`src/include/mic_pkg.sv`:
```
// mouse input controller package: timing constants, spi layout, carrier structs
// assumes a 50 MHz system clock
package mic_pkg;

  localparam int unsigned CLK_HZ        = 50_000_000;
  // wheel emitter strobe
  localparam int unsigned EMIT_ON_US    = 40;
  localparam int unsigned EMIT_PER_US   = 2000;
  localparam int unsigned EMIT_ON_CYC   = (CLK_HZ / 1_000_000) * EMIT_ON_US;
  localparam int unsigned EMIT_PER_CYC  = (CLK_HZ / 1_000_000) * EMIT_PER_US;
  // sample point near the end of the on window, after the phototransistors settle
  localparam int unsigned EMIT_SMP_CYC  = EMIT_ON_CYC - 2;
  // button debounce, least time of the 15 to 20 ms band
  localparam int unsigned DEB_MS        = 15;
  localparam int unsigned DEB_CYC       = (CLK_HZ / 1000) * DEB_MS;
  // spi
  localparam int unsigned SPI_HALF_CYC  = 4;
  localparam logic [7:0]  SPI_ADDR_DX   = 8'h03;
  localparam logic [7:0]  SPI_ADDR_DY   = 8'h04;
  localparam int unsigned SPI_BITS      = 8;
  // button indices
  localparam int unsigned BTN_LEFT      = 0;
  localparam int unsigned BTN_WHEEL     = 1;
  localparam int unsigned BTN_RIGHT     = 2;
  localparam int unsigned BTN_NUM       = 3;
  localparam int unsigned WHEEL_W       = 8;

  // one motion report
  typedef struct packed {
    logic [7:0]         dx;
    logic [7:0]         dy;
    logic [WHEEL_W-1:0] wheel;
    logic [2:0]         buttons;
  } mic_report_t;

  // spi master pins
  typedef struct packed {
    logic sclk;
    logic mosi;
    logic sel_n;
  } mic_spi_out_t;

endpackage : mic_pkg

```
`src/logic/mic_debounce.sv`:
```
// one button debouncer: accepts a new level after it has stood stable
// assumes the input has already passed a two-flop synchroniser
`timescale 1ns/1ps
`default_nettype none
module mic_debounce
  import mic_pkg::*;
#(
  parameter int unsigned STABLE_CYC = DEB_CYC
) (
  // clock, reset and enable
  input  wire logic clock,
  input  wire logic srst,
  input  wire logic ce,
  // level in and out
  input  wire logic raw,
  output logic      level
);

  localparam int unsigned CW = $clog2(STABLE_CYC + 1);

  logic [CW-1:0] cnt_q;
  logic          level_q;

  initial begin
    if (STABLE_CYC < 1) $error("mic_debounce: STABLE_CYC must be at least 1");
  end

  // count while the input disagrees; any return to the held level restarts
  always_ff @(posedge clock) begin
    if (srst) begin
      cnt_q   <= '0;
      level_q <= 1'b1;
    end else if (ce) begin
      if (raw == level_q) begin
        cnt_q <= '0;
      end else if (cnt_q == CW'(STABLE_CYC - 1)) begin
        cnt_q   <= '0;
        level_q <= raw;
      end else begin
        cnt_q <= cnt_q + 1'b1;
      end
    end
  end

  assign level = level_q;

endmodule // mic_debounce
`default_nettype wire

```
`src/logic/mic_input_ctrl.sv`:
```
// mouse input controller: wheel emitter strobe and quadrature decode,
// three debounced buttons, motion-alert driven spi read of the sensor
// assumes pins are asynchronous to clock; button pads have pull-ups enabled
`timescale 1ns/1ps
`default_nettype none
module mic_input_ctrl
  import mic_pkg::*;
#(
  parameter int unsigned EMIT_PERIOD = EMIT_PER_CYC,
  parameter int unsigned EMIT_ON     = EMIT_ON_CYC,
  parameter int unsigned DEBOUNCE    = DEB_CYC,
  parameter int unsigned HALF_BIT    = SPI_HALF_CYC
) (
  // clock, reset, enable
  input  wire logic         clock,
  input  wire logic         srst,
  input  wire logic         ce,
  // mode
  input  wire logic         active_mode,
  // wheel encoder
  output logic              wheel_emitter_on,
  input  wire logic         wheel_phase_a,
  input  wire logic         wheel_phase_b,
  // buttons, active low pads
  input  wire logic [2:0]   button_n,
  output logic [2:0]        button_pull_en,
  output logic [2:0]        buttons_pressed,
  // sensor spi and motion alert
  input  wire logic         motion_alert,
  input  wire logic         spi_miso,
  output mic_spi_out_t      spi_out,
  // report out
  output mic_report_t       report,
  output logic              report_valid,
  input  wire logic         report_taken,
  output logic              asleep
);

  initial begin
    if (EMIT_ON < 4 || EMIT_ON >= EMIT_PERIOD) $error("mic_input_ctrl: bad emitter timing");
    // miso passes two sync flops, so a half period must outlast that latency
    if (HALF_BIT < 3) $error("mic_input_ctrl: HALF_BIT must be at least 3");
  end

  localparam int unsigned PW = $clog2(EMIT_PERIOD + 1);
  localparam int unsigned HW = $clog2(HALF_BIT + 1);

  // ---------------- synchronisers for all pins ----------------
  logic [6:0] sync1_q;
  logic [6:0] sync2_q;
  always_ff @(posedge clock) begin
    if (srst) begin
      // idle pin levels: buttons released, no alert, so no false read after reset
      sync1_q <= 7'h70;
      sync2_q <= 7'h70;
    end else if (ce) begin
      sync1_q <= {button_n, spi_miso, motion_alert, wheel_phase_b, wheel_phase_a};
      sync2_q <= sync1_q;
    end
  end
  logic       pha_s;
  logic       phb_s;
  logic       motion_s;
  logic       miso_s;
  logic [2:0] btn_s;
  assign pha_s    = sync2_q[0];
  assign phb_s    = sync2_q[1];
  assign motion_s = sync2_q[2];
  assign miso_s   = sync2_q[3];
  assign btn_s    = sync2_q[6:4];

  // ---------------- wheel emitter strobe ----------------
  logic [PW-1:0] emit_cnt_q;
  logic          emit_q;
  logic          sample_now;
  // free-running period counter; parked on its last count outside active mode,
  // so the led stays dark and the first pulse after enable is full width
  always_ff @(posedge clock) begin
    if (srst) begin
      emit_cnt_q <= PW'(EMIT_PERIOD - 1);
      emit_q     <= 1'b0;
    end else if (ce) begin
      if (!active_mode) begin
        emit_cnt_q <= PW'(EMIT_PERIOD - 1);
        emit_q     <= 1'b0;
      end else begin
        emit_cnt_q <= (emit_cnt_q == PW'(EMIT_PERIOD - 1)) ? '0 : emit_cnt_q + 1'b1;
        emit_q     <= (emit_cnt_q < PW'(EMIT_ON - 1)) || (emit_cnt_q == PW'(EMIT_PERIOD - 1));
      end
    end
  end
  // sample late in the window; the sync delay of two cycles still falls inside it
  assign sample_now = active_mode && emit_q && (emit_cnt_q == PW'(EMIT_ON - 3));

  // ---------------- wheel phase decoder ----------------
  logic [1:0]         phase_q;
  logic               phase_init_q;
  logic [WHEEL_W-1:0] wheel_q;
  logic [1:0]         cur_phase;
  logic               step_fwd;
  logic               step_bwd;
  assign cur_phase = {phb_s, pha_s};
  // gray order 00 -> 01 -> 11 -> 10 is forward
  always_comb begin
    step_fwd = 1'b0;
    step_bwd = 1'b0;
    case ({phase_q, cur_phase})
      4'b0001, 4'b0111, 4'b1110, 4'b1000: step_fwd = 1'b1;
      4'b0010, 4'b1011, 4'b1101, 4'b0100: step_bwd = 1'b1;
      default: begin // no change or both phases changed
        step_fwd = 1'b0;
        step_bwd = 1'b0;
      end
    endcase
  end

  logic report_valid_q;
  logic take_report;
  assign take_report = report_valid_q && report_taken;

  // signed count; a step landing with the clear is kept, not lost
  always_ff @(posedge clock) begin
    if (srst) begin
      phase_q      <= 2'h0;
      phase_init_q <= 1'b0;
      wheel_q      <= '0;
    end else if (ce) begin
      if (sample_now) begin
        phase_q      <= cur_phase;
        phase_init_q <= 1'b1;
      end
      if (take_report) begin
        wheel_q <= (sample_now && phase_init_q && step_fwd) ? WHEEL_W'(1) :
                   (sample_now && phase_init_q && step_bwd) ? {WHEEL_W{1'b1}} : '0;
      end else if (sample_now && phase_init_q && step_fwd) begin
        wheel_q <= wheel_q + 1'b1;
      end else if (sample_now && phase_init_q && step_bwd) begin
        wheel_q <= wheel_q - 1'b1;
      end
    end
  end

  // ---------------- buttons ----------------
  logic [2:0] btn_level;
  genvar gi;
  generate
    for (gi = 0; gi < BTN_NUM; gi++) begin : g_btn
      mic_debounce #(
        .STABLE_CYC (DEBOUNCE)
      ) u_deb (
        .clock (clock),
        .srst  (srst),
        .ce    (ce),
        .raw   (btn_s[gi]),
        .level (btn_level[gi])
      );
    end
  endgenerate

  logic [2:0] pressed_q;
  always_ff @(posedge clock) begin
    if (srst) begin
      pressed_q <= 3'h0;
    end else if (ce) begin
      pressed_q <= ~btn_level;
    end
  end

  // ---------------- spi master for displacement ----------------
  typedef enum logic [2:0] {
    ST_SLEEP = 3'b000,
    ST_ADDR  = 3'b001,
    ST_DATA  = 3'b010,
    ST_GAP   = 3'b011,
    ST_DONE  = 3'b100
  } mic_state_t;

  mic_state_t    state_q;
  logic [HW-1:0] half_q;
  logic [3:0]    bit_q;
  logic          sclk_q;
  logic          sel_n_q;
  logic          mosi_q;
  logic [7:0]    shift_q;
  logic [7:0]    dx_q;
  logic          second_q;
  logic          half_end;
  assign half_end = (half_q == HW'(HALF_BIT - 1));

  // mode 3 style: clock idles high, data changes on falling, sampled on rising
  always_ff @(posedge clock) begin
    if (srst) begin
      state_q  <= ST_SLEEP;
      half_q   <= '0;
      bit_q    <= 4'h0;
      sclk_q   <= 1'b1;
      sel_n_q  <= 1'b1;
      mosi_q   <= 1'b0;
      shift_q  <= 8'h00;
      dx_q     <= 8'h00;
      second_q <= 1'b0;
    end else if (ce) begin
      half_q <= half_end ? '0 : half_q + 1'b1;
      case (state_q)
        ST_SLEEP: begin
          half_q <= '0;
          if (motion_s && !report_valid_q) begin
            state_q  <= ST_ADDR;
            sel_n_q  <= 1'b0;
            shift_q  <= SPI_ADDR_DX;
            bit_q    <= 4'h0;
            second_q <= 1'b0;
          end
        end
        ST_ADDR, ST_DATA: begin
          if (half_end) begin
            sclk_q <= ~sclk_q;
            // mosi moves only on falling, so the sensor never races the shift
            if (sclk_q) begin
              mosi_q <= shift_q[7];
            end
            if (!sclk_q) begin // rising edge: shift in
              shift_q <= {shift_q[6:0], (state_q == ST_DATA) ? miso_s : 1'b0};
              if (bit_q == 4'(SPI_BITS - 1)) begin
                bit_q   <= 4'h0;
                state_q <= (state_q == ST_ADDR) ? ST_DATA : ST_GAP;
              end else begin
                bit_q <= bit_q + 1'b1;
              end
            end
          end
        end
        ST_GAP: begin
          if (half_end) begin
            if (!second_q) begin
              dx_q     <= shift_q;
              shift_q  <= SPI_ADDR_DY;
              second_q <= 1'b1;
              state_q  <= ST_ADDR;
            end else begin
              sel_n_q <= 1'b1;
              state_q <= ST_DONE;
            end
          end
        end
        ST_DONE: state_q <= ST_SLEEP;
        default: state_q <= ST_SLEEP;
      endcase
    end
  end

  // ---------------- report out ----------------
  mic_report_t report_q;
  logic        asleep_q;
  always_ff @(posedge clock) begin
    if (srst) begin
      report_valid_q <= 1'b0;
      report_q       <= '0;
      asleep_q       <= 1'b1;
    end else if (ce) begin
      asleep_q <= (state_q == ST_SLEEP) && !motion_s;
      if (state_q == ST_DONE) begin
        report_valid_q <= 1'b1;
        report_q.dx    <= dx_q;
        report_q.dy    <= shift_q;
      end else if (take_report) begin
        report_valid_q <= 1'b0;
      end
      if (!report_valid_q || take_report) begin
        report_q.wheel   <= wheel_q;
        report_q.buttons <= pressed_q;
      end
    end
  end

  // outputs
  assign wheel_emitter_on = emit_q;
  assign button_pull_en   = 3'h7;
  assign buttons_pressed  = pressed_q;
  assign spi_out          = '{sclk: sclk_q, mosi: mosi_q, sel_n: sel_n_q};
  assign report           = report_q;
  assign report_valid     = report_valid_q;
  assign asleep           = asleep_q;

endmodule // mic_input_ctrl
`default_nettype wire

```
`config.mk`:
```
export PLATFORM = sky130hd
export DESIGN_NAME = mic_input_ctrl
export DESIGN_NICKNAME = d
export VERILOG_FILES = /design/src/include/mic_pkg.sv /design/src/logic/mic_debounce.sv /design/src/logic/mic_input_ctrl.sv
export SDC_FILE = /design/constraint.sdc
export NUM_CORES = 1
export LEC_CHECK = 0
export BUFFER_PORTS_ARGS = -buffer_cell sky130_fd_sc_hd__buf_2
export CAP_MARGIN = 25
export CORE_MARGIN = 1.5
export CORE_UTILIZATION = 30
export DETAILED_ROUTE_END_ITERATION = 6
export GPL_ROUTABILITY_DRIVEN = 0
export SLEW_MARGIN = 20
export SYNTH_ARGS = -nofsm -noshare
export SYNTH_HDL_FRONTEND = slang
export SYNTH_SLANG_ARGS = --single-unit
export TNS_END_PERCENT = 10
```
`constraint.sdc`:
```
create_clock -name clock -period 9.7 [get_ports clock]
set_input_delay 1.455 -clock clock [delete_from_list [all_inputs] [get_ports clock]]
set_output_delay 1.455 -clock clock [all_outputs]
set_load 0.02 [all_outputs]
```
-- After elaboration in Yosys (flattened, before gate mapping)
Cells that the tools add are included.
- add/subtract/negate cells: 8
- $lt $le $gt $ge: 1
- equality and inequality tests: 29
- muxes and demuxes: 46
- bitwise gates (word level): 6
- reductions and logical operators: 37
- operators with widths (operator ; count):
    two-way mux 20 bit ; 6
    two-way mux 8 bit ; 10
    adder 20 x 1 -> 20 bit, second input constant ; 3
    == test 20 bit, second input constant ; 3
    two-way mux 17 bit ; 2
    two-way mux 3 bit ; 8
    one-hot mux 8 bit (3 select lines) ; 1
    adder 17 x 1 -> 17 bit, second input constant ; 1
    == test 17 x 11 -> 1 bit, second input constant ; 1
    == test 17 bit, second input constant ; 1
    less-than comparator 17 x 11 -> 1 bit, second input constant ; 1
    == test 4 bit, second input constant ; 4
    two-way mux 4 bit ; 4
    != test 2 bit, second input constant ; 7
    == test 4 x 3 -> 1 bit, second input constant ; 3
    AND reduction 3 bit ; 4
    AND reduction 4 bit ; 3
    two-way mux 1 bit ; 11
    AND reduction 2 bit ; 5
    AND reduction 5 bit ; 2
    == test 3 x 2 -> 1 bit, second input constant ; 3
    one-hot mux 3 bit (3 select lines) ; 1
    adder 8 x 1 -> 8 bit, second input constant ; 1
    logical AND 1 bit ; 8
    21 further kinds ; 34
- register bits after elaboration: 168
- input port bits: 12
- output and inout port bits: 39
- logic and storage cells: 156

-- Depth between registers and ports, before layout
Gate-level depths: netlist (run 1).
- depth in word-level cells: 7
- mapped depth: 11
- gate-level depth less buffers: 11

-- Cells and area by module
From an unflattened synthesis (run 1), not the netlist that was laid out.
- cell total of the unflattened synthesis: 1009
- area, all modules: 8309.2 µm²
- modules (own cells, without submodules) (module ; times used ; cells an instance ; area an instance (µm²) ; sequential area each (µm²)):
    mic_input_ctrl ; 1 ; 553 ; 4675.7 ; 2102.0
    mic_debounce ; 3 ; 152 ; 1211.2 ; 420.4

-- Least setup slack after synthesis (run 1)
No wires, ideal clock.
- kind: input to register
- start: input active_mode
- end: register wheel_q[7]
- setup time: 0.088 ns
- arrival: 3.384 ns
- required time: 9.612 ns
- slack: 6.228 ns
- stages on the path: 8
- path buffers: 0
- cells stage by stage: nand4_1 or4_4 ha_1 nand3_1 o211ai_1 o41ai_1 or3_1 a311oi_2
- cells in the longest elaborated chain, start to end: 7
- elaborated cells between the ends (all ways): 11
- those cells by class: mux (4); reduce/logical (7)
- ends and longest elaborated chain (what ; line ; text):
    start, declared ; mic_input_ctrl.sv:19 ; input wire logic active_mode,
    logical AND 1 bit (*) (2 in a row) ; mic_input_ctrl.sv:93 ; assign sample_now = active_mode && emit_q && (emit_cnt_q == PW'(EMIT_ON - 3));
    logical AND 1 bit (*) ; - ;
    logical AND 1 bit ; mic_input_ctrl.sv:134, mic_input_ctrl.sv:137 ;
    two-way mux 8 bit ; mic_input_ctrl.sv:134 ; (sample_now && phase_init_q && step_bwd) ? {WHEEL_W{1'b1}} : '0;
    two-way mux 8 bit ; mic_input_ctrl.sv:133 ; wheel_q <= (sample_now && phase_init_q && step_fwd) ? WHEEL_W'(1) :
    two-way mux 8 bit ; mic_input_ctrl.sv:132 ; if (take_report) begin
    end signal, assigned ; mic_input_ctrl.sv:133 ;
    end signal, assigned ; mic_input_ctrl.sv:136 ; wheel_q <= wheel_q + 1'b1;
    end signal, assigned ; mic_input_ctrl.sv:138 ; wheel_q <= wheel_q - 1'b1;
    end, declared ; mic_input_ctrl.sv:98 ; logic [WHEEL_W-1:0] wheel_q;
Mark *: on every way between the ends. The rest lies on a longest branch, timed or not.
A chain may end at the register's enable or synchronous reset.

-- Worst setup path in the final report (run 1)
- start: input ce
- end: register wheel_q[6]
- cells in the longest elaborated chain, start to end: 1
- ends and longest elaborated chain (what ; line ; text):
    start, declared ; mic_input_ctrl.sv:17 ; input wire logic ce,
    AND reduction 2 bit (no line) ; - ;
Every way passes these cells.

==> results of run 1 <==
==> cell families (layout without fill, tap and decap cells) <==
family	after synthesis	in the layout	share of synthesized area
adder cells (fa/ha/maj)	16	16	0.02718
buffers and inverters	62	100	0.03397
AO/OA/AOI/OAI	111	111	0.09331
multiplexers	42	42	0.05585
flip-flops	168	168	0.4455
AND/OR/NAND/NOR	408	408	0.2544
XOR/XNOR	77	77	0.08933
other	1	4	0.0004967
==> worst max-delay path, stage by stage <==
cell and delay [ns]:
buf_2 0.43, buf_4 0.59, inv_1 0.40, a31o_2 0.31, a41oi_1 0.22, o21ai_0 0.33, o22ai_1 0.26, nor2_1 0.05
==> sequential cells by signal (all words and copies together) (netlist names), 4 cells and up <==
signal / flops
g_btn.u_deb.cnt_q: 60
sync1_q: 7
sync2_q: 7
emit_cnt_q: 17
report: 27
shift_q: 8
wheel_q: 8
dx_q: 8
bit_q: 4
==> layer usage <==
metal	part of all wire	vias to the layer above	track usage
li1	-	3117	-
met1	0.52	2771	0.1734
met2	0.43	69	0.1892
met3	0.033	12	0.02876
met4	0.012	0	0.04462
met5	0	-	0
==> layout make-up <==
class	instances	area share
Multi-Input combinational cell	657	0.4569
Sequential cell	168	0.3891
Clock buffer	17	0.04922
Tap cell	324	0.04690
Timing Repair Buffer	51	0.03069
Clock inverter	15	0.01954
Inverter	17	0.007383
Antenna cell	1	0.0002895
==> cell usage after synthesis, types with 2 or more instances <==
library cell	n
nand3_1	51
nor3b_1	2
inv_1	17
a21oi_1	46
o21a_1	2
or4_4	2
and3_1	17
ha_1	14
buf_4	6
nand2b_1	10
a211oi_1	7
nor2b_1	4
nor4_1	7
nand2_1	97
nand4bb_1	2
and2_1	4
mux2i_1	41
a21o_1	3
xor2_1	39
nor4b_1	2
dfxtp_1	168
clkbuf_1	37
a221o_1	7
o211ai_1	5
nand4b_1	2
a211o_1	2
and4_1	5
o41ai_1	3
nor2_1	145
nand4_1	18
o31ai_1	3
xnor2_1	38
o21ai_0	22
or4_1	4
a311oi_1	2
or3_1	5
nor3_1	24
==> where the power goes <==
part           internal (uW)  leakage (uW)  switching [uW]
clock network            369      0.000291             316
logic                   44.6       0.00155            77.2
registers                706       0.00136            21.5
==> metrics by stage <==
step / utilization / cell area (sq um) / setup WS, ns
global route: 0.3522 / 8641 / 5.598
global placement: 0.3276 / 8036 / 5.478
floorplan: - / 7557 / 6.228
finish: 0.3523 / 8643 / 5.892
detailed placement: 0.3278 / 8041 / 5.429
CTS: 0.3520 / 8636 / 5.900
==> worst paths after layout <==
| kind | end | slack, ns | cells after the start |
|---|---|---|---|
| worst max-delay path | wheel_q[6]$_SDFFE_PP0P_ | 5.89 | 8 |
| worst min-delay path | report[26]$_SDFFE_PP0P_ | 0.45 | 2 |
| worst max register to register | wheel_q[7]$_SDFFE_PP0P_ | 6.28 | 9 |
| worst min register to register | report[26]$_SDFFE_PP0P_ | 0.45 | 2 |
==> results.cfg, run 1 <==
[floorplan]
die_w_um = 161.6
pin_count = 51
floorplan.initialDensity = 0.3077
coreArea_sq_um = 24530
rows = 57
dieArea_sq_um = 26130
die_h_um = 161.6

[yosys]
synth_cell_type_count = 59
ys_warn_count = 0
yosysTopAreaCell = dfxtp_1
synth_top_area_frac = 0.4455
seq_area_frac_synth = 0.4455
synth_ff_type = dfxtp_1
synth_edf_count = 0
netlist_area_sq_um = 7550
yosys_register_bits = 168
yosys-top-cells-area = dfxtp_1 (45%), nor2_1 (7.2%), mux2i_1 (5.4%)
async_flop_share = 0
synth_area_per_cell_sq_um = 8.531
syn-instance-count = 885

[clock_tree]
ctsHoldBuffers = 0
root_buffer = clkbuf_16
cts_tree = built
clk_pin_slew_ns = 0.07
cts_buffers = 17
cts_sinks = 168
cts-resized-gates = 0
clk_latency_ns = 0.43
htree_num_levels = 4
cts_buffer_depth = 2
post_cts_buffers = 0

[finish]
finalNonFillerCells = 1250
nFillCells = 2548
most-common-layout-cells = dfxtp_1 (168), nor2_1 (145), nand2_1 (97), nand3_1 (51)
final_common_cell = dfxtp_1
nets = 939
regArea_sq_um = 3363
drive_above_1_share = 0.1016
multiInputGateArea_sq_um = 3949
area_growth_pct = 14.48

[sta]
maxSlewHeadroom = 0.3433
tns_ns = 0
worst_pin_slew_ns = 0.9851
finalSetupViolations = 0
fin_crit_sh = 0.3926
rsz0062_at_grt = no
hold_viol = 0
report.final.slew_viol_count = 0
layout_min_cycle_time_ns = 3.808
max_freq_mhz = 262.6
whs_ns = 0.4510
finalClockSkew_ns = 0.01014

[run_status]
status = finished, final reports clean

[placement]
io_buffers = 47
hpwl_um = 10470
dp.cells = 1216

[power_and_ir_drop]
irDropWorstVdd_uv = 136.9
total_power_uw = 1535
power_density_nw_per_um2 = 177.6
leakage_uw = 0.003196

[worst_setup_path]
startpoint = ce
worstSetupEndpointType = flip-flop
cp_max_fo = 53
cp-start-kind = input pin
criticalPathCategory = in -> reg
arrival_ns = 4.09
required_ns = 9.98
crit-reg2reg-launch = emit_cnt_q[12]$_SDFFE_PP0P_

[global_route]
grt_pass1_vias = 5495
overflow = 0
grt_max_degree = 92
grt_usage = 0.1250
grt_pass1_wl_um = 26890
antenna_found_initial = 1

[routing]
drc_errors = 0
num_vias = 5969
drtIter0Drc = 352
wirelength_um = 15610
dr.pass1.iters = 5
ant_nets = 0
avgRoutedWirePerCell_um = 12.48
vias_per_cell = 4.775

[min_path]
hp-class = reg -> reg
hold_start = report[26]$_SDFFE_PP0P_

[run]
max_cap_viol_count = 0
Power figures use the tool's default switching activity.
==> inputs of run 2 (changes only) <==
clock period = 3.3 ns   (was 9.7 ns; I/O delays follow)
==> run 2 against run 1 <==
  * Flip-flop and latch count stayed put
  * Global-route usage is 0.19 points higher
  * Critical endpoint is now wheel_q[7]$_SDFFE_PP0P_
  * Final cell count is 1.4% higher
  * Final area is 2.3% higher
==> results.cfg, run 2 (synthesis gave the netlist of run 1 again) <==
[run]
max_cap_viol_count = 0

[sta]
fin_crit_sh = 0.9798
worst_pin_slew_ns = 0.9907
maxSlewHeadroom = 0.3396
finalClockSkew_ns = 0.01007
max_freq_mhz = 309.3
finalSetupViolations = 0
rsz0062_at_grt = yes
layout_min_cycle_time_ns = 3.233
hold_viol = 0
report.final.slew_viol_count = 0
tns_ns = 0
timing.final.ws_setup_ns = 0.06679

[routing]
drc_errors = 0
avgRoutedWirePerCell_um = 12.66
drtIter0Drc = 370
wirelength_um = 16040
num_vias = 6085
ant_nets = 0
dr.pass1.iters = 4
vias_per_cell = 4.803

[global_route]
grt_max_degree = 90
grt_pass1_vias = 5690
overflow = 0
grt_usage = 0.1269
antenna_found_initial = 0
grt_pass1_wl_um = 27390

[worst_setup_path]
criticalPathCategory = reg -> reg
r2r-end = wheel_q[7]$_SDFFE_PP0P_
crit_chain = or4_4 -> or3b_4 -> or4_4 -> ha_1 -> a21oi_2 -> o211ai_1 -> o41ai_2 -> nand3_1 -> a311oi_2
worst_r2r_path_depth = 9
worstSetupEndpointType = flip-flop
crit_top_cell = or4_4
cp_slowest_cell = or4_4
arrival_ns = 3.57
cp_max_fo = 6
required_ns = 3.64
crit-reg2reg-launch = emit_cnt_q[11]$_SDFFE_PP0P_
crit_buf_inv = 0
critPathTopFamily = simple AND/OR/NAND/NOR gates
critical-path-max-stage-delay_ns = 0.54
r2r_setup_slack_ns = 0.07
cp-start-kind = flip-flop

[finish]
final_util = 0.3606
antenna_cells = 0
drive_above_1_share = 0.1251
nets = 957
largest_reg_flops = 60
final_common_cell = dfxtp_1
finalInstanceArea_sq_um = 8846
area_growth_pct = 17.17
finalNonFillerCells = 1267
most-common-layout-cells = dfxtp_1 (168), nor2_1 (145), nand2_1 (97), nand3_1 (51), buf_2 (46)
top_register = g_btn.u_deb.cnt_q

[clock_tree]
clk_latency_ns = 0.43
cts_buffer_depth = 2
htree_num_levels = 4
cts_sinks = 168
cts_tree = built
cts_buffers = 17
root_buffer = clkbuf_16
clk_pin_slew_ns = 0.07

[min_path]
hold_start = button_n[0]
min_path_cells = 2
hp-class = in -> reg
hold_path_end = sync1_q[4]$_SDFFE_PP1P_

[floorplan]
die_w_um = 161.6
dieArea_sq_um = 26130
rows = 57
pin_count = 51
coreArea_sq_um = 24530
floorplan.initialDensity = 0.3077
die_h_um = 161.6

[placement]
dp.cells = 1234
io_buffers = 47
hpwl_um = 10960
post_dp_cell_area_sq_um = 8172
pre_cts_ws_ns = 0.02228

[power_and_ir_drop]
irDropWorstVdd_uv = 273.7
leakage_uw = 0.003285
power_density_nw_per_um2 = 508.4

[run_status]
status = finished, final reports clean
[run 2: worst max path at each step]
stage	slack (ns)	cells after the start	from	end
6_report	0.07	9	emit_cnt_q[11]$_SDFFE_PP0P_	wheel_q[7]$_SDFFE_PP0P_
2_1_floorplan	0.13	9	emit_cnt_q[12]$_SDFFE_PP0P_	wheel_q[7]$_SDFFE_PP0P_
5_1_grt	-0.02	9	emit_cnt_q[11]$_SDFFE_PP0P_	wheel_q[7]$_SDFFE_PP0P_
3_5_place_dp	0.02	9	emit_cnt_q[11]$_SDFFE_PP0P_	wheel_q[7]$_SDFFE_PP0P_
3_3_place_gp	0.06	9	emit_cnt_q[11]$_SDFFE_PP0P_	wheel_q[7]$_SDFFE_PP0P_
4_1_cts	0.002	9	emit_cnt_q[11]$_SDFFE_PP0P_	wheel_q[7]$_SDFFE_PP0P_
[run 2: area by class of cell]
cell class                      count  area, sq um
Fill cell                        2572        15690
Multi-Input combinational cell    657         4009
Sequential cell                   168         3363
Clock buffer                       17        425.4
Tap cell                          324        405.4
Timing Repair Buffer               69        402.9
Clock inverter                     15        176.4
Inverter                           17        63.81
[run 2: power breakdown]
group,switching (uW),total [uW],internal [uW]
Combinational,240,383,143
Clock,958,1980,1030
Sequential,56.4,2130,2070
[run 2: timing repair]
item                                    4_1_cts  5_1_grt
gates resized for setup                       0        8
buffers inserted                              0        1
endpoints found under the setup margin        0        3
hold buffers                                  0        0
[run 2: metal layers]
| metal | share of wire | up-vias | track usage |
|---|---|---|---|
| met5 | 0 | - | 0 |
| met4 | 0.0090 | 0 | 0.03545 |
| met3 | 0.036 | 12 | 0.03030 |
| met2 | 0.45 | 96 | 0.2017 |
| met1 | 0.51 | 2830 | 0.1712 |
| li1 | - | 3147 | - |
[run 2: per-stage QoR]
stage,total power (uW),hold slack (ns)
2_1_floorplan,2449,0.4312
3_3_place_gp,2556,0.4420
3_5_place_dp,2559,0.4439
4_1_cts,4565,0.2769
5_1_grt,4705,0.2781
6_report,4497,0.2910
==> inputs of run 3 (changes only) <==
clock period = 2.7 ns   (was 3.3 ns; I/O delays follow)
==> run 3 against run 2 <==
  * The flow now finishes with violations (setup timing)
  * Maximum frequency hardly changed
  * Clock power up 18%
  * Sequential power is 22% higher
  * Non-clock buffer count increased by 31
  * Largest cell class unchanged
  * Final area grew 2.4%
==> results.cfg, run 3 (synthesis gave the netlist of run 1 again) <==
[run_status]
status = finished with violations
failed_checks = setup timing

[placement]
io_buffers = 47
hpwl_um = 11150

[routing]
num_vias = 6110
dr.pass1.iters = 4
vias_per_cell = 4.707
drtIter0Drc = 344
avgRoutedWirePerCell_um = 12.61
wirelength_um = 16370
drc_errors = 0
ant_nets = 0

[clock_tree]
cts_sinks = 168
cts_buffers = 17
cts_tree = built
post_cts_buffers = 0
cts_buffer_depth = 2
clk_pin_slew_ns = 0.07
htree_num_levels = 4
root_buffer = clkbuf_16
clk_latency_ns = 0.44

[sta]
rsz0062_at_grt = yes
hold_viol = 0
report.final.slew_viol_count = 0
maxSlewHeadroom = 0.4981
tns_ns = -2.069
fin_crit_sh = 1.197
layout_min_cycle_time_ns = 3.232
timing.final.ws_setup_ns = -0.5317
worst_pin_slew_ns = 0.7449
max_freq_mhz = 309.4
finalSetupViolations = 6
whs_ns = 0.1718
finalClockSkew_ns = 0.01330

[worst_setup_path]
r2r-end = wheel_q[7]$_SDFFE_PP0P_
crit-reg2reg-launch = emit_cnt_q[11]$_SDFFE_PP0P_
worstSetupEndpointType = flip-flop
r2r_setup_slack_ns = -0.53
cp-endpoint = wheel_q[7]$_SDFFE_PP0P_
arrival_ns = 3.59
worst_r2r_path_depth = 9
required_ns = 3.06
cp_max_fo = 7
cp-start-kind = flip-flop
criticalPathCategory = reg -> reg
startpoint = emit_cnt_q[11]$_SDFFE_PP0P_

[floorplan]
pin_count = 51
rows = 57
coreArea_sq_um = 24530
dieArea_sq_um = 26130
die_w_um = 161.6
floorplan.initialDensity = 0.3077
die_h_um = 161.6

[global_route]
grt_usage = 0.1316
antenna_found_initial = 0
grt_max_degree = 90
grt_pass1_vias = 5739
grt_pass1_wl_um = 27990
overflow = 0

[power_and_ir_drop]
leakage_uw = 0.003426
irDropWorstVdd_uv = 375.7
total_power_uw = 5450
power_density_nw_per_um2 = 601.6

[finish]
final_common_cell = dfxtp_1
nets = 988
antenna_cells = 0
area_growth_pct = 19.99
largest_reg_flops = 60
most-common-layout-cells = dfxtp_1 (167), nor2_1 (145), nand2_1 (97), buf_4 (54), nand3_1 (51)
drive_above_1_share = 0.1550
top_register = g_btn.u_deb.cnt_q

[min_path]
hp-class = in -> reg
min_path_cells = 2

[run]
max_cap_viol_count = 0
==> run 3: changes by cell type in the layout (fill, tap and decap cells not counted), sizes merged <==
cell	before	now
clkbuf	17	19
clkinv	5	4
inv	25	24
buf	69	100
==> run 3: critical path, cell delays in order (launching register included) <==
cell and delay, ns:
dfxtp_1 0.31, or4_4 0.53, or3b_4 0.41, or4_4 0.54
ha_4 0.33, nand3_1 0.07, o211ai_1 0.30, o41ai_2 0.11
or3_1 0.32, a311oi_2 0.22
==> run 3: report_power, final <==
part / internal [uW] / switching, uW / leakage (uW)
logic: 218 / 313 / 0.00179
clock network: 1250 / 1080 / 0.000275
registers: 2540 / 51.8 / 0.00136
total: 4000 / 1440 / 0.00343
==> run 3: metrics by stage <==
stage | worst slack (ns) | utilization | area (sq um) | cells
after floorplan | -0.4206 | - | 7612 | 887
after global placement | -0.4981 | 0.3459 | 8486 | 1266
after detailed placement | -0.5198 | 0.3459 | 8486 | 1266
after CTS | -0.5350 | 0.3689 | 9051 | 1298
after global routing | -0.6187 | 0.3692 | 9059 | 1298
final | -0.5317 | 0.3692 | 9059 | 1298
==> run 3: worst min-delay path by stage <==
| stage | start | endpoint |
|---|---|---|
| 2_1_floorplan | dx_q[0]$_SDFFE_PP0P_ | report[19]$_SDFFE_PP0P_ |
| 3_3_place_gp | report[25]$_SDFFE_PP0P_ | report[25]$_SDFFE_PP0P_ |
| 3_5_place_dp | report[25]$_SDFFE_PP0P_ | report[25]$_SDFFE_PP0P_ |
| 4_1_cts | button_n[0] | sync1_q[4]$_SDFFE_PP1P_ |
| 5_1_grt | button_n[0] | sync1_q[4]$_SDFFE_PP1P_ |
| 6_report | button_n[0] | sync1_q[4]$_SDFFE_PP1P_ |
==> run 3: what timing repair did <==
item,CTS,global route
pin swaps,3,3
hold buffers,0,0
resized for setup,1,1
setup endpoints to repair,6,7
==> run 3: layer usage <==
layer | track usage | wire length (um)
met5 | 0 | 0
met4 | 0.04504 | 250
met3 | 0.03338 | 434
met2 | 0.2074 | 7308
met1 | 0.1745 | 8380
==> run 3: final cells by class <==
cell class                      instances  area (sq um)
Multi-Input combinational cell        657          4013
Timing Repair Buffer                  100         650.6
Fill cell                            2539         15470
Tap cell                              324         405.4
Clock inverter                         13         108.9
Sequential cell                       168          3364
Inverter                               17         63.81
Clock buffer                           19         452.9
